==> src/design/rid_pkg.sv <==
// Function
// - Accept each instruction as one 14-bit word
// - Sort every word into exactly one group
// - Byte operations carry register and destination operands
// - Destination zero writes result to working register
// - Destination one writes result to file register
// - Bit operations carry bit select and register
// - Literal operations carry eight or eleven bits
// - Four oscillator periods make one instruction cycle
// - Instructions normally finish in one cycle
// - Skip or jump adds a padding no-operation cycle
// - Register instructions read before they write back
// - Register operand spans addresses 0x00 to 0x7F
`default_nettype none
package rid_pkg;

	////////////////////////////////////////////////////////////////////////////
	// Word layout.
	localparam int WORD_W  = 14;
	localparam int OP_W    = 4;
	localparam int FILE_W  = 7;
	localparam int BSEL_W  = 3;
	localparam int LIT8_W  = 8;
	localparam int LIT11_W = 11;
	localparam int PH_W    = 2;

	localparam int GRP_HI     = 13;
	localparam int GRP_LO     = 12;
	localparam int BOP_HI     = 11;
	localparam int BOP_LO     = 8;
	localparam int DEST_POS   = 7;
	localparam int FILE_HI    = 6;
	localparam int FILE_LO    = 0;
	localparam int BITOP_HI   = 11;
	localparam int BITOP_LO   = 10;
	localparam int BSEL_HI    = 9;
	localparam int BSEL_LO    = 7;
	localparam int LOP_HI     = 11;
	localparam int LOP_LO     = 10;

	// Group codes in the top two bits.
	localparam logic [1:0] GRP_BYTE = 2'h0;
	localparam logic [1:0] GRP_BIT  = 2'h1;
	localparam logic [1:0] GRP_JUMP = 2'h2;
	localparam logic [1:0] GRP_LIT  = 2'h3;

	// Selected operation codes.
	localparam logic [3:0] BOP_CTRL     = 4'h0;
	localparam logic [3:0] BOP_CLR      = 4'h1;
	localparam logic [3:0] BOP_DEC_SKIP = 4'hb;
	localparam logic [3:0] BOP_INC_SKIP = 4'hf;
	localparam logic [1:0] BITOP_TSTC   = 2'h2;
	localparam logic [1:0] LOP_RETLIT   = 2'h1;
	localparam logic [6:0] CTRL_RET     = 7'h08;
	localparam logic [6:0] CTRL_RETI    = 7'h09;

	// Register operand range.
	localparam logic [6:0] FILE_MIN = 7'h00;
	localparam logic [6:0] FILE_MAX = 7'h7f;

	// Reset and padding word is the padding no-operation.
	localparam logic [13:0] PAD_WORD = 14'h0000;

	////////////////////////////////////////////////////////////////////////////
	// Timing.
	localparam int OSC_PER_CYCLE  = 4;
	localparam int CLK_PERIOD_NS  = 10;
	localparam int INSTR_CYCLE_NS = OSC_PER_CYCLE * CLK_PERIOD_NS;
	localparam logic [1:0] PH_Q1 = 2'h0;
	localparam logic [1:0] PH_Q2 = 2'h1;
	localparam logic [1:0] PH_Q4 = 2'h3;

	typedef enum logic [1:0] {CLS_BYTE, CLS_BIT, CLS_LITCTRL} rid_class_t;
	typedef enum logic {ST_EXEC, ST_PAD} rid_state_t;

endpackage : rid_pkg
`default_nettype wire

==> src/design/rid_phase_gen.sv <==
`default_nettype none
module rid_phase_gen #(
	parameter int PHASES = rid_pkg::OSC_PER_CYCLE
) (
	// Clock and reset.
	input  wire logic                     clk_i,
	input  wire logic                     rst_i,
	// Phase outputs.
	output logic      [rid_pkg::PH_W-1:0] phase_o,
	output logic                          first_o,
	output logic                          last_o
);
	import rid_pkg::*;

	logic [PH_W-1:0] phase_r;
	logic [PH_W-1:0] phase_nxt;

	always_comb begin
		if (phase_r == PH_W'(PHASES - 1)) begin
			phase_nxt = '0;
		end else begin
			phase_nxt = phase_r + PH_W'(1);
		end
	end

	always_ff @(posedge clk_i) begin
		if (rst_i) begin
			phase_r <= '0;
		end else begin
			phase_r <= phase_nxt;
		end
	end

	assign phase_o = phase_r;
	assign first_o = (phase_r == '0);
	assign last_o  = (phase_r == PH_W'(PHASES - 1));

endmodule : rid_phase_gen
`default_nettype wire

==> src/design/rid_decoder.sv <==
`default_nettype none
module rid_decoder (
	// Clock and reset.
	input  wire logic                          CLK_I,
	input  wire logic                          RST_I,
	// Program memory side.
	input  wire logic [rid_pkg::WORD_W-1:0]    INSTR_I,
	output logic                               FETCH_O,
	// Datapath test result, valid in the fourth phase.
	input  wire logic                          SKIP_TRUE_I,
	// Cycle timing.
	output logic      [rid_pkg::PH_W-1:0]      PHASE_O,
	output logic                               CYCLE_START_O,
	output logic                               PAD_O,
	// Decoded operands.
	output rid_pkg::rid_class_t                CLASS_O,
	output logic      [rid_pkg::OP_W-1:0]      ALU_OP_O,
	output logic      [rid_pkg::FILE_W-1:0]    FILE_ADDR_O,
	output logic                               DEST_F_O,
	output logic      [rid_pkg::BSEL_W-1:0]    BIT_SEL_O,
	output logic      [rid_pkg::LIT8_W-1:0]    LIT8_O,
	output logic      [rid_pkg::LIT11_W-1:0]   LIT11_O,
	output logic                               LIT_WIDE_O,
	// Strobes to register file and program counter.
	output logic                               FILE_RD_O,
	output logic                               WR_W_O,
	output logic                               WR_F_O,
	output logic                               SKIP_TEST_O,
	output logic                               FLOW_CHANGE_O,
	output logic                               FLOW_LOAD_O,
	output logic                               FLOW_POP_O
);
	import rid_pkg::*;

	////////////////////////////////////////////////////////////////////////////
	// Helpers for decode; f_group is also shared with the checks.
	function automatic logic [1:0] f_group(input logic [WORD_W-1:0] w);
		f_group = w[GRP_HI:GRP_LO];
	endfunction : f_group

	function automatic logic f_is_ctrl(input logic [WORD_W-1:0] w);
		f_is_ctrl = (w[GRP_HI:GRP_LO] == GRP_BYTE) && (w[BOP_HI:BOP_LO] == BOP_CTRL)
			&& !w[DEST_POS];
	endfunction : f_is_ctrl

	////////////////////////////////////////////////////////////////////////////
	// Phase divider.
	logic [PH_W-1:0] phase;
	logic            ph_first;
	logic            ph_last;

	rid_phase_gen #(
		.PHASES (OSC_PER_CYCLE)
	) u_phase (
		.clk_i   (CLK_I),
		.rst_i   (RST_I),
		.phase_o (phase),
		.first_o (ph_first),
		.last_o  (ph_last)
	);

	////////////////////////////////////////////////////////////////////////////
	// Decoded instruction state.
	rid_state_t         state_r,  state_nxt;
	rid_class_t         cls_r,    cls_nxt;
	logic [OP_W-1:0]    op_r,     op_nxt;
	logic [FILE_W-1:0]  file_r,   file_nxt;
	logic               dest_r,   dest_nxt;
	logic [BSEL_W-1:0]  bsel_r,   bsel_nxt;
	logic [LIT8_W-1:0]  lit8_r,   lit8_nxt;
	logic [LIT11_W-1:0] lit11_r,  lit11_nxt;
	logic               wide_r,   wide_nxt;
	logic               rmw_r,    rmw_nxt;
	logic               wrw_r,    wrw_nxt;
	logic               wrf_r,    wrf_nxt;
	logic               skipi_r,  skipi_nxt;
	logic               jmp_r,    jmp_nxt;
	logic               load_r,   load_nxt;
	logic               pop_r,    pop_nxt;
	logic               pad_go;
	logic [WORD_W-1:0]  src;

	assign pad_go = (state_r == ST_EXEC) && (jmp_r || (skipi_r && SKIP_TRUE_I));

	always_comb begin
		src       = pad_go ? PAD_WORD : INSTR_I;
		state_nxt = state_r;
		cls_nxt   = cls_r;
		op_nxt    = op_r;
		file_nxt  = file_r;
		dest_nxt  = dest_r;
		bsel_nxt  = bsel_r;
		lit8_nxt  = lit8_r;
		lit11_nxt = lit11_r;
		wide_nxt  = wide_r;
		rmw_nxt   = rmw_r;
		wrw_nxt   = wrw_r;
		wrf_nxt   = wrf_r;
		skipi_nxt = skipi_r;
		jmp_nxt   = jmp_r;
		load_nxt  = load_r;
		pop_nxt   = pop_r;
		if (ph_last) begin
			state_nxt = pad_go ? ST_PAD : ST_EXEC;
			op_nxt    = src[BOP_HI:BOP_LO];
			file_nxt  = src[FILE_HI:FILE_LO];
			dest_nxt  = src[DEST_POS];
			bsel_nxt  = src[BSEL_HI:BSEL_LO];
			lit8_nxt  = src[LIT8_W-1:0];
			lit11_nxt = src[LIT11_W-1:0];
			wide_nxt  = 1'b0;
			rmw_nxt   = 1'b0;
			wrw_nxt   = 1'b0;
			wrf_nxt   = 1'b0;
			skipi_nxt = 1'b0;
			jmp_nxt   = 1'b0;
			load_nxt  = 1'b0;
			pop_nxt   = 1'b0;
			case (f_group(src))
				GRP_BYTE: begin
					if (f_is_ctrl(src)) begin
						cls_nxt = CLS_LITCTRL;
						jmp_nxt = (src[FILE_HI:FILE_LO] == CTRL_RET)
							|| (src[FILE_HI:FILE_LO] == CTRL_RETI);
						pop_nxt = jmp_nxt;
					end else begin
						cls_nxt   = CLS_BYTE;
						// clear of W names no register
						rmw_nxt   = !((src[BOP_HI:BOP_LO] == BOP_CLR) && !src[DEST_POS]);
						wrw_nxt   = !src[DEST_POS];
						wrf_nxt   = src[DEST_POS];
						skipi_nxt = (src[BOP_HI:BOP_LO] == BOP_DEC_SKIP)
							|| (src[BOP_HI:BOP_LO] == BOP_INC_SKIP);
					end
				end
				GRP_BIT: begin
					cls_nxt   = CLS_BIT;
					rmw_nxt   = 1'b1;
					wrf_nxt   = src[BITOP_HI:BITOP_LO] < BITOP_TSTC;
					skipi_nxt = src[BITOP_HI:BITOP_LO] >= BITOP_TSTC;
				end
				GRP_JUMP: begin
					cls_nxt  = CLS_LITCTRL;
					wide_nxt = 1'b1;
					jmp_nxt  = 1'b1;
					load_nxt = 1'b1;
				end
				GRP_LIT: begin
					cls_nxt = CLS_LITCTRL;
					wrw_nxt = 1'b1;
					jmp_nxt = (src[LOP_HI:LOP_LO] == LOP_RETLIT);
					pop_nxt = jmp_nxt;
				end
				default: begin
					cls_nxt = CLS_LITCTRL;
				end
			endcase
		end
	end

	// Reset starts in a padding cycle so the first word is fetched cleanly.
	always_ff @(posedge CLK_I) begin
		if (RST_I) begin
			state_r <= ST_PAD;
			cls_r   <= CLS_LITCTRL;
			op_r    <= '0;
			file_r  <= '0;
			dest_r  <= 1'b0;
			bsel_r  <= '0;
			lit8_r  <= '0;
			lit11_r <= '0;
			wide_r  <= 1'b0;
			rmw_r   <= 1'b0;
			wrw_r   <= 1'b0;
			wrf_r   <= 1'b0;
			skipi_r <= 1'b0;
			jmp_r   <= 1'b0;
			load_r  <= 1'b0;
			pop_r   <= 1'b0;
		end else begin
			state_r <= state_nxt;
			cls_r   <= cls_nxt;
			op_r    <= op_nxt;
			file_r  <= file_nxt;
			dest_r  <= dest_nxt;
			bsel_r  <= bsel_nxt;
			lit8_r  <= lit8_nxt;
			lit11_r <= lit11_nxt;
			wide_r  <= wide_nxt;
			rmw_r   <= rmw_nxt;
			wrw_r   <= wrw_nxt;
			wrf_r   <= wrf_nxt;
			skipi_r <= skipi_nxt;
			jmp_r   <= jmp_nxt;
			load_r  <= load_nxt;
			pop_r   <= pop_nxt;
		end
	end

	////////////////////////////////////////////////////////////////////////////
	// Outputs.
	assign FETCH_O       = ph_last && !pad_go;
	assign PHASE_O       = phase;
	assign CYCLE_START_O = ph_first;
	assign PAD_O         = (state_r == ST_PAD);
	assign CLASS_O       = cls_r;
	assign ALU_OP_O      = op_r;
	assign FILE_ADDR_O   = file_r;
	assign DEST_F_O      = dest_r;
	assign BIT_SEL_O     = bsel_r;
	assign LIT8_O        = lit8_r;
	assign LIT11_O       = lit11_r;
	assign LIT_WIDE_O    = wide_r;
	// read in Q2, write in Q4
	assign FILE_RD_O     = rmw_r && (phase == PH_Q2);
	assign WR_W_O        = wrw_r && ph_last;
	assign WR_F_O        = wrf_r && ph_last;
	assign SKIP_TEST_O   = skipi_r && ph_last;
	assign FLOW_CHANGE_O = jmp_r && ph_last;
	assign FLOW_LOAD_O   = load_r && ph_last;
	assign FLOW_POP_O    = pop_r && ph_last;
endmodule : rid_decoder
`default_nettype wire

==> config.mk <==
export PLATFORM = sky130hd
export DESIGN_NAME = rid_decoder
export DESIGN_NICKNAME = d
export VERILOG_FILES = /design/src/design/rid_pkg.sv /design/src/design/rid_phase_gen.sv /design/src/design/rid_decoder.sv
export SDC_FILE = /design/constraint.sdc
export NUM_CORES = 1
export LEC_CHECK = 0
export BUFFER_PORTS_ARGS = -buffer_cell sky130_fd_sc_hd__buf_4
export CORE_MARGIN = 2
export CORE_UTILIZATION = 49
export CTS_CLUSTER_DIAMETER = 80
export DETAILED_ROUTE_END_ITERATION = 8
export HOLD_SLACK_MARGIN = 0.12
export PLACE_DENSITY = 0.94
export SYNTH_ARGS = -nofsm -noshare
export SYNTH_HDL_FRONTEND = slang
export SYNTH_HIERARCHICAL = 1
export SYNTH_SLANG_ARGS = --single-unit
==> constraint.sdc <==
create_clock -name CLK_I -period 4.4 [get_ports CLK_I]
set_input_delay 0.22 -clock CLK_I [delete_from_list [all_inputs] [get_ports CLK_I]]
set_output_delay 0.22 -clock CLK_I [all_outputs]
set_load 0.03 [all_outputs]
After elaboration in Yosys (flattened, before gate mapping) --
Cells that the tools add are included. W data, S select, Z words.
Storage, ports and cells: output and inout port bits 49, input port bits 17, word-level logic and storage cells 71, flip-flop bits (word level) 46
Cells by class: add/sub/neg operators 1, equality and inequality tests 11, mux-type cells 16, reduce and logical (&&, ||, !) cells 24, bitwise operators 1, $lt $le $gt $ge 2
Operators by type and width (number):
- $eq A7 B4 Y1 const B | 2
- $mux W14 | 1
- $logic_and A1 B1 Y1 | 13
- $pmux W1 S2 | 5
- $eq A4 B4 Y1 const B | 2
- $mux W1 | 7
- $eq A2 B1 Y1 const B | 3
- $eq A2 B2 Y1 const B | 3
- $pmux W2 S3 | 1
- $eq A4 B1 Y1 const B | 1
- $logic_not A2 Y1 | 2
- $logic_not A4 Y1 | 1
- $reduce_or A2 Y1 | 2
- $logic_not A1 Y1 | 3
- $logic_or A1 B1 Y1 | 3
- $pmux W1 S3 | 1
- $add A2 B1 Y2 const B | 1
- $ge A2 B2 Y1 const B | 1
- $lt A2 B2 Y1 const B | 1
- $mux W2 | 1
- $not A1 Y1 | 1

Logic depth before layout (Yosys ltp) --
word-level depth 9, gate-level depth with buffers 10, depth with buffers taken out 9

By module --
The synthesis kept the hierarchy.
Modules (own cells, without submodules):
- rid_decoder | times used 1, cells each 151, seq. area each 440.4 um^2, area each 1271.2 um^2
- rid_phase_gen | times used 1, cells each 8, seq. area each 40.0 um^2, area each 95.1 um^2

Worst setup path before layout --
OpenSTA, ideal clock, no wires.
path type register to register, start point reg state_r (netlist: PAD_O), end point reg pop_r, library setup time 0.117 ns, setup slack 2.567 ns, data required time 4.283 ns, cell stages (with the launch flop) 9, arrival 1.715 ns, cell sequence dfxtp_1 -> or2_4 -> buf_4 -> nand2_1 -> ha_1 -> nor2b_1 -> nand2_1 -> o21ai_1 -> a32o_1
On the way: longest elaborated chain between the ends 8, elaborated cells on any way between the ends 15
RTL lines:
- from (decl) | RTL line rid_decoder.sv:64 | rid_state_t state_r, state_nxt;
- from (signal assigned) | RTL line rid_decoder.sv:181 | state_r <= state_nxt;
- $not A1 Y1 (*) | RTL line rid_decoder.sv:83 | assign pad_go = (state_r == ST_EXEC) && (jmp_r || (skipi_r && SKIP_TRUE_I));
- $logic_and A1 B1 Y1 (*) | RTL line rid_decoder.sv:83
- $mux W14 (*) | RTL line rid_decoder.sv:86 | src = pad_go ? PAD_WORD : INSTR_I;
- $logic_not A4 Y1 / $logic_not A2 Y1 (equally long branches) | RTL line rid_decoder.sv:42, rid_decoder.sv:119
- $logic_and A1 B1 Y1 | RTL line rid_decoder.sv:42 | f_is_ctrl = (w[GRP_HI:GRP_LO] == GRP_BYTE) && (w[BOP_HI:BOP_LO] == BOP_CTRL)
- $logic_and A1 B1 Y1 | RTL line rid_decoder.sv:43 | && !w[DEST_POS];
- $mux W1 | RTL line rid_decoder.sv:121 | if (f_is_ctrl(src)) begin
- $pmux W1 S2 (*) | RTL line rid_decoder.sv:119 | case (f_group(src))
- to (signal assigned) | RTL line rid_decoder.sv:196 | pop_r <= pop_nxt;
- to (decl) | RTL line rid_decoder.sv:79 | logic pop_r, pop_nxt;
Every way passes the cells marked *; elsewhere a longest branch is shown, timed or not. A chain may end at the register's enable or synchronous reset.

Final worst setup path --
start point reg skipi_r, end point reg pop_r
On the way: longest elaborated chain between the ends 9, elaborated cells on any way between the ends 16
RTL lines:
- from (decl) | RTL line rid_decoder.sv:76 | logic skipi_r, skipi_nxt;
- from (signal assigned) | RTL line rid_decoder.sv:193 | skipi_r <= skipi_nxt;
- $logic_and A1 B1 Y1 (*) | RTL line rid_decoder.sv:83
- $logic_or A1 B1 Y1 (*) | RTL line rid_decoder.sv:83
- $logic_and A1 B1 Y1 (*) | RTL line rid_decoder.sv:83
- $mux W14 (*) | RTL line rid_decoder.sv:86
- $logic_not A4 Y1 / $logic_not A2 Y1 (equally long branches) | RTL line rid_decoder.sv:42, rid_decoder.sv:119
- $logic_and A1 B1 Y1 | RTL line rid_decoder.sv:42
- $logic_and A1 B1 Y1 | RTL line rid_decoder.sv:43
- $mux W1 | RTL line rid_decoder.sv:121
- $pmux W1 S2 (*) | RTL line rid_decoder.sv:119
Marked as above.

==> out/qor.csv <==
metric,value,unit
clk_path_buf_depth,2,
fp-row-count,19,
rsz0062_at_grt,no,
relSlewSlack,74.16,%
holdCritStartpoint,INSTR_I[2],
syn_to_final_growth,26.47,%
fin_nets,224,
period_minus_slack,1.929,ns
start_util,50.42,%
ir_drop,0.0002660,V
clk_latency,0.32,ns
place_inst,226,
endpoint_kind,register,
cap_viol_max_count,0,
finalHoldViolCount,0,
crit_type,register to register,
ctsResizeCount,0,
p_per_area,276.2,nW/µm²
final_cell_count_no_fill,230,
postSynth.asyncResetShare,0,%
grt_pass1_wl,4719,µm
synth_area_leader_cell,dfxtp_1,
ys_seq_area_share,35.16,%
multiInputGateArea,658.1,µm²
worstHoldEndpoint,FILE_ADDR_O[2]$_SDFFE_PP0P_,
grt_pass1_vias,1099,
die-width,56.81,µm
root_buffer,clkbuf_4,
yosysWarnings,6,
antenna_left,0,
drt_iter0_markers,26,
htreeDepth,1,
hold_buffers,0,
status,"finished, final reports clean",
rrSetupSlack,2.47,ns
synth-edff-count,0,
slew_violations,0,
r2r-end,pop_r$_SDFFE_PP0P_,
track_usage,18.26,%
path_max_fanout,21,
worstPathArrival,2.20,ns
ys_top_cells_by_count,"dfxtp_1 (24), buf_4 (23), a21oi_1 (15)",
syn_inst,159,
antenna_found_initial,0,
critPathRequiredTime,4.67,ns
drive_gt1_share,39.20,%
synth_area,1366,µm²
utilization,63.76,%
core_area,2710,µm²
final_area,1728,µm²
post_cts_buffers,0,
crit_start,skipi_r$_SDFFE_PP0P_,
synth_top_area_share,35.16,%
cts.clk_slew.worst_paths,0.13,ns
p_leak,0.7808,nW
fmax,0.5183,GHz
synth_flop_cell,dfxtp_1,
drtPass1Iterations,4,
clock_sink_count,24,
finClkSkew,0.007333,ns
globalplace.congestion,0.8500,
wirelength,3028,µm
finalCritPeriodShare,43.85,%
fill_cells,256,
port_buffers,65,
cts_tree,done,
yosysMostFrequentCell,dfxtp_1,
synth_fp_nets,183,
viasPerCell,5.326,
seq_area,480.5,µm²
n_antenna_cell,0,
detail_route.wl_per_cell,13.17,µm
grt_overflow,0,
worstMarginPinSlew,0.3876,ns
ios,66,
vias,1225,
reg2regPathDepth,8,
cts_made_buffers,3,
die-height,56.81,µm
grt_start_max_net_pins,45,
dp_hpwl,2192,µm
hold_class,input pin to register,
synth.avg_cell_area,8.593,µm²
drc,0,
die_area,3227,µm²
worstReg2RegStart,skipi_r$_SDFFE_PP0P_,
synthTopCellsByArea,"dfxtp_1 (35%), buf_4 (13%), ha_1 (6.4%), nand2b_1 (6.4%), a21oi_1 (5.5%)",
startpoint_type,register,
hold_depth,3,
ys_types,39,
fin_tns_setup,0,ns
ys_seq_elements,24,
place_area,1692,µm²
setup_viol,0,
[power by group]
part           switching (W)  internal, W
combinational      0.0000746    0.0000505
sequential        0.00000855     0.000227
clock              0.0000660    0.0000506
[placed cells by master, fill, tap and decap left out]
master	instances
clkbuf_8	1
or4_1	1
and2_4	1
nor2_1	8
nand2_2	1
dfxtp_1	24
nor2b_1	2
nor3_1	2
or2_4	1
o21bai_2	1
nand3_1	12
a21oi_1	15
nand2_1	4
nand4_1	2
nor3b_2	1
o21ai_0	1
ha_1	7
nor4_1	1
o31ai_1	1
inv_1	4
nand2b_1	14
a31oi_1	4
o2bb2ai_1	1
o21ai_1	1
a32o_1	1
and2_1	6
nand4b_1	1
o21bai_1	1
buf_4	66
a22oi_1	1
and3b_1	1
clkbuf_4	3
inv_2	1
mux2i_1	3
nor3_2	1
nor4_2	1
nand3b_1	3
[worst max-delay path, cell delays in order (launching register included)]
cell and delay (ns):
dfxtp_1 0.37, a21oi_1 0.08, or2_4 0.33, nand2_1 0.15, ha_1 0.25, nor2b_1 0.19
nand2_1 0.08, o21ai_1 0.23, a32o_1 0.20
[metrics by stage]
step                total power [W]  hold slack (ns)  setup slack (ns)
floorplan                 0.0003265           0.2844             2.567
global placement          0.0003636           0.4474             2.556
detailed placement        0.0003656           0.4462             2.485
CTS                       0.0004808           0.1665             2.495
global route              0.0005000           0.1534             2.312
finish                    0.0004773           0.1776             2.471
[cell families after synthesis]
kind of cell,share of synthesized area [%]
compound gates,11.90
buf+inv,16.67
mux,2.198
flops,35.16
fa+ha+maj,6.410
simple gates,27.66
[layout make-up]
| class | instances | area share, % |
|---|---|---|
| Multi-Input combinational cell | 100 | 38.09 |
| Inverter | 5 | 1.086 |
| Tap cell | 31 | 2.245 |
| Sequential cell | 24 | 27.81 |
| Clock buffer | 4 | 2.100 |
| Timing Repair Buffer | 66 | 28.67 |
[how the worst max path moves through the flow]
stage	end	slack, ns	cells past startpoint
final	pop_r$_SDFFE_PP0P_	2.47	8
after global routing	pop_r$_SDFFE_PP0P_	2.31	8
after CTS	pop_r$_SDFFE_PP0P_	2.49	8
after detailed placement	pop_r$_SDFFE_PP0P_	2.48	9
after global placement	pop_r$_SDFFE_PP0P_	2.56	9
after floorplan	pop_r$_SDFFE_PP0P_	2.57	8
[metal layers]
| layer | vias up | share of wire, % | track usage, % |
|---|---|---|---|
| met3 | 5 | 8.1 | 4.147 |
| met4 | 0 | 1.2 | 6.977 |
| met1 | 571 | 40 | 20.74 |
| li1 | 596 | - | - |
| met5 | - | 0 | 0 |
| met2 | 53 | 50 | 32.89 |
[state kept, by name, indices dropped and copies added (netlist names)]
signal and flops:
jmp_r 1, ALU_OP_O 4, wrf_r 1, pop_r 1, u_phase/phase_o 2, BIT_SEL_O 1
wrw_r 1, CLASS_O 2, load_r 1, LIT8_O 1, FILE_ADDR_O 6, PAD_O 1
skipi_r 1, rmw_r 1
No activity file was read; power rests on OpenSTA's default activity.
